$ cat config.mk
export PLATFORM = sky130hd
export DESIGN_NAME = tmc_timer_ctl
export DESIGN_NICKNAME = d
export VERILOG_FILES = /design/src/include/tmc_pkg.sv /design/src/tmc_timer_ctl.sv /design/src/tmc_edge_det.sv
export SDC_FILE = /design/constraint.sdc
export NUM_CORES = 1
export LEC_CHECK = 0
export BUFFER_PORTS_ARGS = -buffer_cell sky130_fd_sc_hd__buf_2
export CELL_PAD_IN_SITES_DETAIL_PLACEMENT = 1
export CELL_PAD_IN_SITES_GLOBAL_PLACEMENT = 1
export CORE_ASPECT_RATIO = 0.5
export CORE_UTILIZATION = 42
export CTS_BUF_LIST = sky130_fd_sc_hd__clkbuf_8 sky130_fd_sc_hd__clkbuf_16
export CTS_CLUSTER_SIZE = 24
export DETAILED_ROUTE_END_ITERATION = 8
export PLACE_DENSITY = 0.88
export SYNTH_ARGS = -nofsm -noshare
export SYNTH_HDL_FRONTEND = slang
export SYNTH_SLANG_ARGS = --single-unit
$ cat constraint.sdc
create_clock -name mclk -period 2.5 [get_ports mclk]
set_clock_uncertainty 0.2 [all_clocks]
set_input_delay 0.25 -clock mclk [delete_from_list [all_inputs] [get_ports mclk]]
set_output_delay 0.25 -clock mclk [all_outputs]
set_load 0.05 [all_outputs]
$ cat src/include/tmc_pkg.sv
package tmc_pkg;

  // Register bus geometry
  localparam int unsigned TMC_ADDR_W = 8;
  localparam int unsigned TMC_DATA_W = 8;

  // Register offsets
  localparam logic [7:0] TMC_OFF_RUN_FLAGS = 8'h88;
  localparam logic [7:0] TMC_OFF_MODE_SEL  = 8'h89;
  localparam logic [7:0] TMC_OFF_CNT_LO_A  = 8'h8a;
  localparam logic [7:0] TMC_OFF_CNT_LO_B  = 8'h8b;
  localparam logic [7:0] TMC_OFF_CNT_HI_A  = 8'h8c;
  localparam logic [7:0] TMC_OFF_CNT_HI_B  = 8'h8d;
  localparam logic [7:0] TMC_OFF_IRQ_STAT  = 8'h90;
  localparam logic [7:0] TMC_OFF_IRQ_MASK  = 8'h91;

  // Bits of timer_run_and_flags
  localparam int unsigned TMC_BIT_OVF_B = 7;
  localparam int unsigned TMC_BIT_RUN_B = 6;
  localparam int unsigned TMC_BIT_OVF_A = 5;
  localparam int unsigned TMC_BIT_RUN_A = 4;
  localparam int unsigned TMC_BIT_EIF_B = 3;
  localparam int unsigned TMC_BIT_EIT_B = 2;
  localparam int unsigned TMC_BIT_EIF_A = 1;
  localparam int unsigned TMC_BIT_EIT_A = 0;

  // Fields of one timer_mode_select nibble; counter b sits one nibble up
  localparam int unsigned TMC_NIB_W     = 4;
  localparam int unsigned TMC_FLD_GATE  = 3;
  localparam int unsigned TMC_FLD_CSEL  = 2;
  localparam int unsigned TMC_FLD_MODE  = 0;

  // Interrupt status and mask bits
  localparam int unsigned TMC_IRQ_W     = 3;
  localparam int unsigned TMC_IRQ_OVF_A = 0;
  localparam int unsigned TMC_IRQ_OVF_B = 1;
  localparam int unsigned TMC_IRQ_WAKE  = 2;

  // Reset values
  localparam logic [7:0]           TMC_RST_RUN_FLAGS = 8'h00;
  localparam logic [7:0]           TMC_RST_MODE_SEL  = 8'h00;
  localparam logic [7:0]           TMC_RST_CNT       = 8'h00;
  localparam logic [TMC_IRQ_W-1:0] TMC_RST_IRQ       = 3'h0;

  // Machine cycle: twelve oscillator periods, six phases of two periods
  localparam int unsigned TMC_OSC_DIV  = 12;
  localparam int unsigned TMC_PHASE_W  = 4;
  localparam logic [3:0]  TMC_PH_THREE = 4'h4;
  localparam logic [3:0]  TMC_PH_FIVE  = 4'h8;
  localparam logic [3:0]  TMC_PH_LAST  = 4'(TMC_OSC_DIV - 1);

  // Counter values that produce carries
  localparam logic [7:0] TMC_BYTE_FULL = 8'hff;
  localparam logic [4:0] TMC_M13_FULL  = 5'h1f;

  // Counter operating modes, in the order of the two mode bits
  typedef enum logic [1:0] {
    TMC_MODE_13BIT,
    TMC_MODE_16BIT,
    TMC_MODE_RELOAD8,
    TMC_MODE_SPLIT8
  } tmc_mode_e;

endpackage : tmc_pkg

$ cat src/tmc_timer_ctl.sv
// The implementer's own choice: the plain strobed port.
`timescale 1ns/100ps
// Contract
// - Two independent 16-bit up counters, software accessible.
// - Each counter takes its own mode 0-3.
// - External mode counts pin pulses during sleep.
// - Carry during sleep raises a wake request.
// - Run bits 4 and 6 enable counters.
// - Run/flag register bit layout as specified.
// - Mode register nibbles: gate, source, mode bits.
// - Internal clock: one tick per machine cycle.
// - Source bit selects count pin per counter.
// - Falling pin edge sets capture latch.
// - Latch copied to sync flop at phase five.
// - Pulse is sync AND phase three; clears latch.
// - Sleep bypasses detector; pin drives counter directly.
// - Gate on: count needs run and irq pin.
// - Gate off: run bit alone controls counting.
module tmc_timer_ctl (
  input  wire logic                     mclk,
  input  wire logic                     srst,
  input  wire logic [tmc_pkg::TMC_ADDR_W-1:0] addr,
  input  wire logic [tmc_pkg::TMC_DATA_W-1:0] wdata,
  input  wire logic                     wr_stb,
  input  wire logic                     rd_stb,
  output logic      [tmc_pkg::TMC_DATA_W-1:0] rdata,
  input  wire logic                     count_pin_a,
  input  wire logic                     count_pin_b,
  input  wire logic                     ext_irq_pin_a,
  input  wire logic                     ext_irq_pin_b,
  input  wire logic                     soft_sleep_state,
  input  wire logic                     hard_sleep_state,
  output logic                          wake_req,
  output logic                          irq
);
  import tmc_pkg::*;

  logic [7:0]           run_flags_reg;
  logic [7:0]           mode_sel_reg;
  logic [7:0]           lo_reg [2];
  logic [7:0]           hi_reg [2];
  logic [3:0]           phase_reg;
  logic [1:0]           irq_pin_reg;
  logic [7:0]           rdata_reg;
  logic                 wake_req_reg;
  logic [TMC_IRQ_W-1:0] irq_stat_reg;
  logic [TMC_IRQ_W-1:0] irq_mask_reg;
  logic [TMC_IRQ_W-1:0] irq_set;

  logic      sleep;
  logic      phase_three;
  logic      phase_five;
  logic      int_pulse;
  logic [1:0] count_pins;
  logic [1:0] irq_pins;
  logic [1:0] run_bits;
  logic [1:0] gate_bits;
  logic [1:0] csel_bits;
  logic [1:0] ext_pulse;
  logic [1:0] cnt_en;
  logic [1:0] tick_lo;
  logic [1:0] ovf_lo;
  logic [1:0] wr_lo;
  logic [1:0] wr_hi;
  logic [1:0] irq_fall;
  tmc_mode_e  mode_v [2];
  logic      hi_split_tick;
  logic      hi_split_ovf;
  logic      ovf_set_a;
  logic      ovf_set_b;
  logic      wr_run_flags;

  assign sleep      = soft_sleep_state | hard_sleep_state;
  assign count_pins = {count_pin_b, count_pin_a};
  assign irq_pins   = {ext_irq_pin_b, ext_irq_pin_a};
  assign run_bits   = {run_flags_reg[TMC_BIT_RUN_B], run_flags_reg[TMC_BIT_RUN_A]};
  assign wr_run_flags = wr_stb && (addr == TMC_OFF_RUN_FLAGS);

  // Machine-cycle phase counter; frozen in sleep since the oscillator stops there
  always_ff @(posedge mclk) begin
    if (srst) begin
      phase_reg <= '0;
    end else if (!sleep) begin
      phase_reg <= (phase_reg == TMC_PH_LAST) ? 4'h0 : phase_reg + 4'h1;
    end
  end

  assign phase_three = !sleep && (phase_reg == TMC_PH_THREE);
  assign phase_five  = !sleep && (phase_reg == TMC_PH_FIVE);
  assign int_pulse   = phase_three;

  // One falling-edge detector per count pin
  for (genvar g = 0; g < 2; g++) begin : g_det
    tmc_edge_det u_det (
      .mclk        (mclk),
      .srst        (srst),
      .pin         (count_pins[g]),
      .phase_three (phase_three),
      .phase_five  (phase_five),
      .bypass      (sleep),
      .cnt_pulse   (ext_pulse[g])
    );
  end

  // Per-counter decode of mode nibble, run condition and count tick
  always_comb begin
    for (int i = 0; i < 2; i++) begin
      mode_v[i]    = tmc_mode_e'(mode_sel_reg[TMC_NIB_W*i + TMC_FLD_MODE +: 2]);
      gate_bits[i] = mode_sel_reg[TMC_NIB_W*i + TMC_FLD_GATE];
      csel_bits[i] = mode_sel_reg[TMC_NIB_W*i + TMC_FLD_CSEL];
      cnt_en[i]    = run_bits[i] & (~gate_bits[i] | irq_pins[i]);
      tick_lo[i]   = cnt_en[i] & (csel_bits[i] ? ext_pulse[i] : int_pulse);
    end
    // Counter b does not run while itself in split mode
    if (mode_v[1] == TMC_MODE_SPLIT8) begin
      cnt_en[1]  = 1'b0;
      tick_lo[1] = 1'b0;
    end
  end

  // Carry out of each counter, by mode
  always_comb begin
    for (int i = 0; i < 2; i++) begin
      case (mode_v[i])
        TMC_MODE_13BIT:  ovf_lo[i] = tick_lo[i] && (lo_reg[i][4:0] == TMC_M13_FULL) && (hi_reg[i] == TMC_BYTE_FULL);
        TMC_MODE_16BIT:  ovf_lo[i] = tick_lo[i] && (lo_reg[i] == TMC_BYTE_FULL) && (hi_reg[i] == TMC_BYTE_FULL);
        default:         ovf_lo[i] = tick_lo[i] && (lo_reg[i] == TMC_BYTE_FULL);
      endcase
    end
  end

  // Split mode: high byte of counter a runs on internal clock under run_ctl_b
  assign hi_split_tick = (mode_v[0] == TMC_MODE_SPLIT8) && run_bits[1] && int_pulse;
  assign hi_split_ovf  = hi_split_tick && (hi_reg[0] == TMC_BYTE_FULL);
  assign ovf_set_a     = ovf_lo[0];
  assign ovf_set_b     = (mode_v[0] == TMC_MODE_SPLIT8) ? hi_split_ovf : ovf_lo[1];

  // Counter byte write strobes
  assign wr_lo = {wr_stb && (addr == TMC_OFF_CNT_LO_B), wr_stb && (addr == TMC_OFF_CNT_LO_A)};
  assign wr_hi = {wr_stb && (addr == TMC_OFF_CNT_HI_B), wr_stb && (addr == TMC_OFF_CNT_HI_A)};

  // Counter bytes; a software write beats a count in the same cycle
  always_ff @(posedge mclk) begin
    for (int i = 0; i < 2; i++) begin
      if (srst) begin
        lo_reg[i] <= TMC_RST_CNT;
        hi_reg[i] <= TMC_RST_CNT;
      end else begin
        if (wr_lo[i]) begin
          lo_reg[i] <= wdata;
        end else if (tick_lo[i]) begin
          if (mode_v[i] == TMC_MODE_RELOAD8 && lo_reg[i] == TMC_BYTE_FULL) begin
            lo_reg[i] <= hi_reg[i];
          end else begin
            lo_reg[i] <= lo_reg[i] + 8'h01;
          end
        end
        if (wr_hi[i]) begin
          hi_reg[i] <= wdata;
        end else if (i == 0 && hi_split_tick) begin
          hi_reg[i] <= hi_reg[i] + 8'h01;
        end else if (tick_lo[i] && ((mode_v[i] == TMC_MODE_13BIT && lo_reg[i][4:0] == TMC_M13_FULL) ||
                                    (mode_v[i] == TMC_MODE_16BIT && lo_reg[i] == TMC_BYTE_FULL))) begin
          hi_reg[i] <= hi_reg[i] + 8'h01;
        end
      end
    end
  end

  // Sampled interrupt pins for edge-type flags
  always_ff @(posedge mclk) begin
    if (srst) begin
      irq_pin_reg <= 2'h3;
    end else begin
      irq_pin_reg <= irq_pins;
    end
  end

  assign irq_fall = irq_pin_reg & ~irq_pins;

  // Run and flag register; hardware sets win over a software clear
  always_ff @(posedge mclk) begin
    if (srst) begin
      run_flags_reg <= TMC_RST_RUN_FLAGS;
    end else begin
      if (wr_run_flags) begin
        run_flags_reg <= wdata;
      end
      if (ovf_set_a) begin
        run_flags_reg[TMC_BIT_OVF_A] <= 1'b1;
      end
      if (ovf_set_b) begin
        run_flags_reg[TMC_BIT_OVF_B] <= 1'b1;
      end
      // Edge type latches a falling edge; level type follows the low pin
      if (run_flags_reg[TMC_BIT_EIT_A]) begin
        if (irq_fall[0]) run_flags_reg[TMC_BIT_EIF_A] <= 1'b1;
      end else begin
        run_flags_reg[TMC_BIT_EIF_A] <= ~irq_pins[0];
      end
      if (run_flags_reg[TMC_BIT_EIT_B]) begin
        if (irq_fall[1]) run_flags_reg[TMC_BIT_EIF_B] <= 1'b1;
      end else begin
        run_flags_reg[TMC_BIT_EIF_B] <= ~irq_pins[1];
      end
    end
  end

  // Mode select register
  always_ff @(posedge mclk) begin
    if (srst) begin
      mode_sel_reg <= TMC_RST_MODE_SEL;
    end else if (wr_stb && addr == TMC_OFF_MODE_SEL) begin
      mode_sel_reg <= wdata;
    end
  end

  // Wake request: one pulse per carry while asleep
  always_ff @(posedge mclk) begin
    if (srst) begin
      wake_req_reg <= 1'b0;
    end else begin
      wake_req_reg <= sleep && (ovf_set_a || ovf_set_b);
    end
  end

  assign wake_req = wake_req_reg;

  // Sticky interrupt status, write one to clear; set wins
  assign irq_set = {wake_req_reg, ovf_set_b, ovf_set_a};

  always_ff @(posedge mclk) begin
    if (srst) begin
      irq_stat_reg <= TMC_RST_IRQ;
      irq_mask_reg <= TMC_RST_IRQ;
    end else begin
      if (wr_stb && addr == TMC_OFF_IRQ_STAT) begin
        irq_stat_reg <= (irq_stat_reg & ~wdata[TMC_IRQ_W-1:0]) | irq_set;
      end else begin
        irq_stat_reg <= irq_stat_reg | irq_set;
      end
      if (wr_stb && addr == TMC_OFF_IRQ_MASK) begin
        irq_mask_reg <= wdata[TMC_IRQ_W-1:0];
      end
    end
  end

  // Level interrupt while any unmasked status bit stands
  assign irq = |(irq_stat_reg & irq_mask_reg);

  // Read data the cycle after the strobe; unmapped reads give zero
  always_ff @(posedge mclk) begin
    if (srst) begin
      rdata_reg <= 8'h00;
    end else if (rd_stb) begin
      case (addr)
        TMC_OFF_RUN_FLAGS: rdata_reg <= run_flags_reg;
        TMC_OFF_MODE_SEL:  rdata_reg <= mode_sel_reg;
        TMC_OFF_CNT_LO_A:  rdata_reg <= lo_reg[0];
        TMC_OFF_CNT_LO_B:  rdata_reg <= lo_reg[1];
        TMC_OFF_CNT_HI_A:  rdata_reg <= hi_reg[0];
        TMC_OFF_CNT_HI_B:  rdata_reg <= hi_reg[1];
        TMC_OFF_IRQ_STAT:  rdata_reg <= {5'h00, irq_stat_reg};
        TMC_OFF_IRQ_MASK:  rdata_reg <= {5'h00, irq_mask_reg};
        default:           rdata_reg <= 8'h00;
      endcase
    end else begin
      rdata_reg <= 8'h00;
    end
  end

  assign rdata = rdata_reg;
endmodule : tmc_timer_ctl

$ cat src/tmc_edge_det.sv
`timescale 1ns/100ps
module tmc_edge_det (
  input  wire logic mclk,
  input  wire logic srst,
  input  wire logic pin,
  input  wire logic phase_three,
  input  wire logic phase_five,
  input  wire logic bypass,
  output logic      cnt_pulse
);
  import tmc_pkg::*;

  logic pin_reg;
  logic edge_capture_latch_reg;
  logic phase_sync_flop_reg;
  logic fall;

  // Falling transition of the count pin
  assign fall = pin_reg & ~pin;

  always_ff @(posedge mclk) begin
    if (srst) begin
      pin_reg <= 1'b1;
    end else begin
      pin_reg <= pin;
    end
  end

  // First latch: a new edge wins over the clear by its own pulse
  always_ff @(posedge mclk) begin
    if (srst) begin
      edge_capture_latch_reg <= 1'b0;
    end else if (fall && !bypass) begin
      edge_capture_latch_reg <= 1'b1;
    end else if (cnt_pulse || bypass) begin
      edge_capture_latch_reg <= 1'b0;
    end
  end

  // Second flop loads only at phase five
  always_ff @(posedge mclk) begin
    if (srst || bypass) begin
      phase_sync_flop_reg <= 1'b0;
    end else if (phase_five) begin
      phase_sync_flop_reg <= edge_capture_latch_reg;
    end
  end

  // Sleep bypass: edge goes straight to the counter, no phases run
  assign cnt_pulse = bypass ? fall : (phase_sync_flop_reg & phase_three);
endmodule : tmc_edge_det

Word level (Yosys, flattened, before mapping). Memories as Yosys holds them, arrays and structs flattened. Cells that the tools add are included.

Register bits after elaboration: 43. Bits in writable memories: 32. Input port bits: 26. Output and inout bits: 10. Logic and storage cells: 213. Memories: 2.

Memory list: hi_reg (words 2, bits a word 8, read ports 2, clocked after memory_dff 0, wr ports 2, RTL line tmc_timer_ctl.sv:41) `logic [7:0] hi_reg [2];`; lo_reg (words 2, bits a word 8, read ports 2, clocked after memory_dff 0, wr ports 2, RTL line tmc_timer_ctl.sv:40) `logic [7:0] lo_reg [2];`.

$add $sub $neg: 5. Eq/ne operators: 25. Multiplexer cells: 80. Bitwise operators: 36. Reductions and logical operators: 47.

Operators by type and width (number): == test 8 bit (second input constant) (12); 2-to-1 mux 8 bit (12); case mux 8 bit (8 select lines) (1); 2-to-1 mux 1 bit (63); adder 8 x 1 -> 8 bit (second input constant) (4); logical AND 1 bit (32); OR 1 bit (14); == test 5 bit (second input constant) (2); bitwise AND 1 bit (8); == test 2 bit (second input constant) (4); == test 4 bit (second input constant) (2); nonzero test 2 bit (4); NOT 1 bit (7); bitwise AND 3 bit (2); logical OR 1 bit (6); != test 3 x 1 -> 1 bit (second input constant) (2); OR 3 bit (2); adder 4 x 1 -> 4 bit (second input constant) (1); == test 2 x 1 -> 1 bit (second input constant) (2); == test 4 x 3 -> 1 bit (second input constant) (1); logical NOT 2 bit (2); 2-to-1 mux 4 bit (1); case mux 1 bit (2 select lines) (2); 2-to-1 mux 3 bit (1); 6 further kinds (6).

Depth between registers and ports, before layout.
Depth in word-level cells: 14. Gate-level depth with buffers: 8.

Modules after synthesis. From an unflattened synthesis, not the netlist that was laid out.

Cell total of the unflattened synthesis: 484. Area total of the unflattened synthesis: 4430.5 µm².

By module, submodules not included: tmc_timer_ctl (times used 1, cells each 462, area an instance 4182.8 µm², sequential area each 1701.6 µm²); tmc_edge_det (times used 2, cells each 11, area an instance 123.9 µm², sequential area each 60.1 µm²).

Least setup slack after synthesis. OpenSTA, ideal clock, no wires.

Kind: reg-to-reg. Start point: mem lo_reg[1][0]. End point: mem hi_reg[1][0], enable pin. Arrival: 1920 ps. Path slack: 45 ps. Cell stages (with the launch flop): 8. Buffers on the path: 0. Path through: edfxtp_1 > ha_1 > and3_1 > ha_1 > nor2b_1 > a41oi_1 > a2111oi_4 > nand2b_1.

RTL lines (RTL line): from (decl) (tmc_timer_ctl.sv:40); to (decl) (tmc_timer_ctl.sv:41).

==> results.md <==
* Status: finished, final reports clean
* Number of CTS-inserted buffers at 9
* Router iterations before antenna repair at 7
* Clock tree from TritonCTS: built
* Worst hold path class: in -> reg
* Achievable frequency at 404 MHz
* Most used cells in the layout excluding fill and tap cells: nand2_1, dfxtp_1, buf_4
* Number of antenna-violating nets in the routed design at 0
* Average detailed-routed wire length per instance at between 20 and 25 microns
* Source of the worst register-to-register timing path: phase_reg[0]
* Hold Crit Start: srst
* Total via count in the routed design at 4,598
* FF+latch count, synth at 75
* Wire length after detailed routing at 17,300 microns
* Placement Setup Slack at -0.119 ns
* Number of ports placed on the die boundary at 36
* Number of nets in the synthesized netlist at between 500 and 600
* Worst Hold Depth at 2
* Critical Path RT at ~2.5 ns
* Per-instance average area after synthesis at 9.21 sq um
* Setup ws final at 0.0238 ns
* Combinational family with the most area after synthesis: simple AND/OR/NAND/NOR gates
* Sink Count at 75
* H-Tree Depth at 3
* Arrival time at the worst endpoint at 2.43 ns
* Starting DRT DRC Count at 470
* Total number of yosys warnings at 0
* Buffer levels on the longest clock path at 2
* Drt drc at 0
* Ratio of total power to cell area at ~540 mW/mm^2
* Simple-gate area share of the yosys netlist at 0.233
* Initial antenna violation count at 0
* Reg-to-reg critical path endpoint: hi_reg[1][2]
* Final number of setup-violating endpoints at 0
* ANT cells at 0
* Total of buffers placed on input and output ports at 35
* Transition time at the pin with the least slew margin at 0.759 ns
* Final slew viol count at 0
* Cell area after technology mapping at 0.00449 sq mm
* Total gr overflow at 0
* Final layout net count at 594
* Vias in the first global route at 4,421
* Worst Hold Path EP: run_flags_reg[4]
* GRT Total Usage at 0.299
* Type of the setup path with the least slack: reg -> reg
* Setup tns final at 0 ns
* Synth Instances at 487
* Largest fanout on the critical path at 8
* Worst ir drop on vdd at 334 uV
* Final hold vios at 0
* Unique masters post-synth at 62
* Share of synthesized flip-flops with an asynchronous set or reset at 0
* Static Leakage at 2.11 nW
* Fraction of synthesized area in multiplexers at 0.0918
* Root cell of the clock tree: clkbuf_16
* Half-perimeter wire length after placement at 11,300 microns
* Largest net degree at the start of global routing at 27
* Synth Area in Adders at 0.0223
* Layout cells sized above 1 at 0.253
* Tmin final at ~2.5 ns
* Clock transition at the registers of the reported paths at 0.06 ns
* Worst relative slew slack at 0.493
* Final period util at 0.990
* Area share of xor/xnor cells in the synthesized design at 0.0410
* Die area at 0.0111 sq mm
* Horizontal die dimension at 148 microns
* Complex-gate fraction of the synthesized area at 0.171
* Cell row count at 26
* Starting utilization of the core area at 0.436
* Most common flop cell mapped by yosys: dfxtp_1
* Flop2flop setup slack at ~0.024 ns
* Die Y at 75.1 microns
* Skew-Pair Late Insertion Delay at 0.34 ns
* Crit path capture type: flop
* Number of synthesized flops with an enable pin at 32
* Number of cells on the worst reg-to-reg path at 8
* Setup crit start kind: flop
* Via density at 6.52
* Synthesis-to-finish area growth at 22.5%
* First-pass GRT wire length at 24,300 microns
* Max-cap viol count at 0
* Global placer's final weighted congestion at 0.944
* Total core area at approximately 0.010 sq mm
* Sequential fraction of the synthesis area at 0.406
* Most common cell after layout, fill and taps aside: nand2_1
==> routing by layer <==
| metal | share of wire | vias up | routed length [microns] | GRT usage |
|---|---|---|---|---|
| met3 | 0.11 | 88 | 1910 | 0.0758 |
| met1 | 0.38 | 2245 | 6640 | 0.367 |
| met5 | 0 | - | 0 | 0 |
| met2 | 0.46 | 314 | 7990 | 0.509 |
| li1 | - | 1951 | - | - |
| met4 | 0.043 | 0 | 744 | 0.133 |
==> cells in the mapped netlist, drive strengths merged (2+ instances only) <==
library cell	n	area [sq um]
nand2	63	236
dfxtp	43	861
a21oi	35	175
edfxtp	32	961
nor2	32	123
nand3	31	178
o21ai	27	139
mux2i	22	220
clkbuf	17	65.1
inv	14	52.6
xnor2	14	123
mux2	11	124
nor3	10	66.3
and3	9	56.3
nand2b	9	56.3
a211oi	8	60.1
a22oi	8	60.1
ha	8	100
nor2b	8	50.1
a31oi	7	50.1
xor2	7	61.3
a221oi	6	52.6
buf	6	41.3
nand4	6	37.5
or2	6	37.5
a22o	5	43.8
and2	5	31.3
and4	5	43.8
a311oi	4	35.0
a2111oi	3	63.8
mux4	3	67.6
nor4	3	25.0
or3b	3	26.3
nor3b	2	15.0
o2111ai	2	17.5
o32ai	2	17.5
==> worst max-delay path: stages (launching register included) <==
cell,delay [ns]
dfxtp_2,0.34
inv_1,0.06
ha_1,0.17
nor4b_4,0.33
nand3_4,0.19
a2111oi_4,0.41
buf_6,0.19
o21ai_4,0.10
a311oi_1,0.30
==> cell families after synthesis <==
family,Yosys count
AO/OA/AOI/OAI,113
XOR/XNOR,21
adder cells (fa/ha/maj),8
buffers and inverters,37
flip-flops,75
multiplexers,36
AND/OR/NAND/NOR,197
==> repair_timing <==
item,CTS,global route
pin swaps,0,6
setup buffers,0,1
endpoints found under the setup margin,24,37
gates cloned,0,1
endpoints found under the hold margin,4,0
hold buffers,4,0
resized for setup,4,15
==> worst max-delay path by stage <==
stage               slack (ns)           end  depth (start not counted)         start
floorplan                 0.05  hi_reg[1][0]                          7  lo_reg[1][0]
global placement          0.04  hi_reg[1][4]                          9  lo_reg[1][0]
detailed placement       -0.12  hi_reg[1][6]                          9  lo_reg[1][1]
CTS                       0.02  hi_reg[1][6]                          9  lo_reg[1][1]
global route             -0.08  hi_reg[1][2]                          8  phase_reg[0]
finish                    0.02  hi_reg[1][2]                          8  phase_reg[0]
==> through the flow <==
step	hold WS, ns	power, mW	utilization	std cells	cell area (sq um)
after floorplan	0.157	1.52	-	487	4490
after global placement	0.253	1.65	0.492	683	5060
after detailed placement	0.261	1.66	0.492	683	5060
after CTS	0.0545	2.94	0.527	703	5420
after global routing	0.0761	3.04	0.534	705	5490
final	0.0750	2.97	0.534	705	5490
==> power by group <==
group / leakage [nW] / switching, mW / internal [mW]
clock: 0.148 / 0.561 / 0.740
sequential: 0.653 / 0.0466 / 1.31
combinational: 1.31 / 0.184 / 0.123
==> area by class of cell <==
type	instances	area [sq um]
Inverter	14	52.6
Fill cell	1204	4790
Timing Repair Buffer	85	569
Sequential cell	75	1820
Tap cell	140	175
Clock inverter	6	45.0
Clock buffer	10	250
Multi-Input combinational cell	375	2580
No activity file was read; power rests on OpenSTA's default activity.
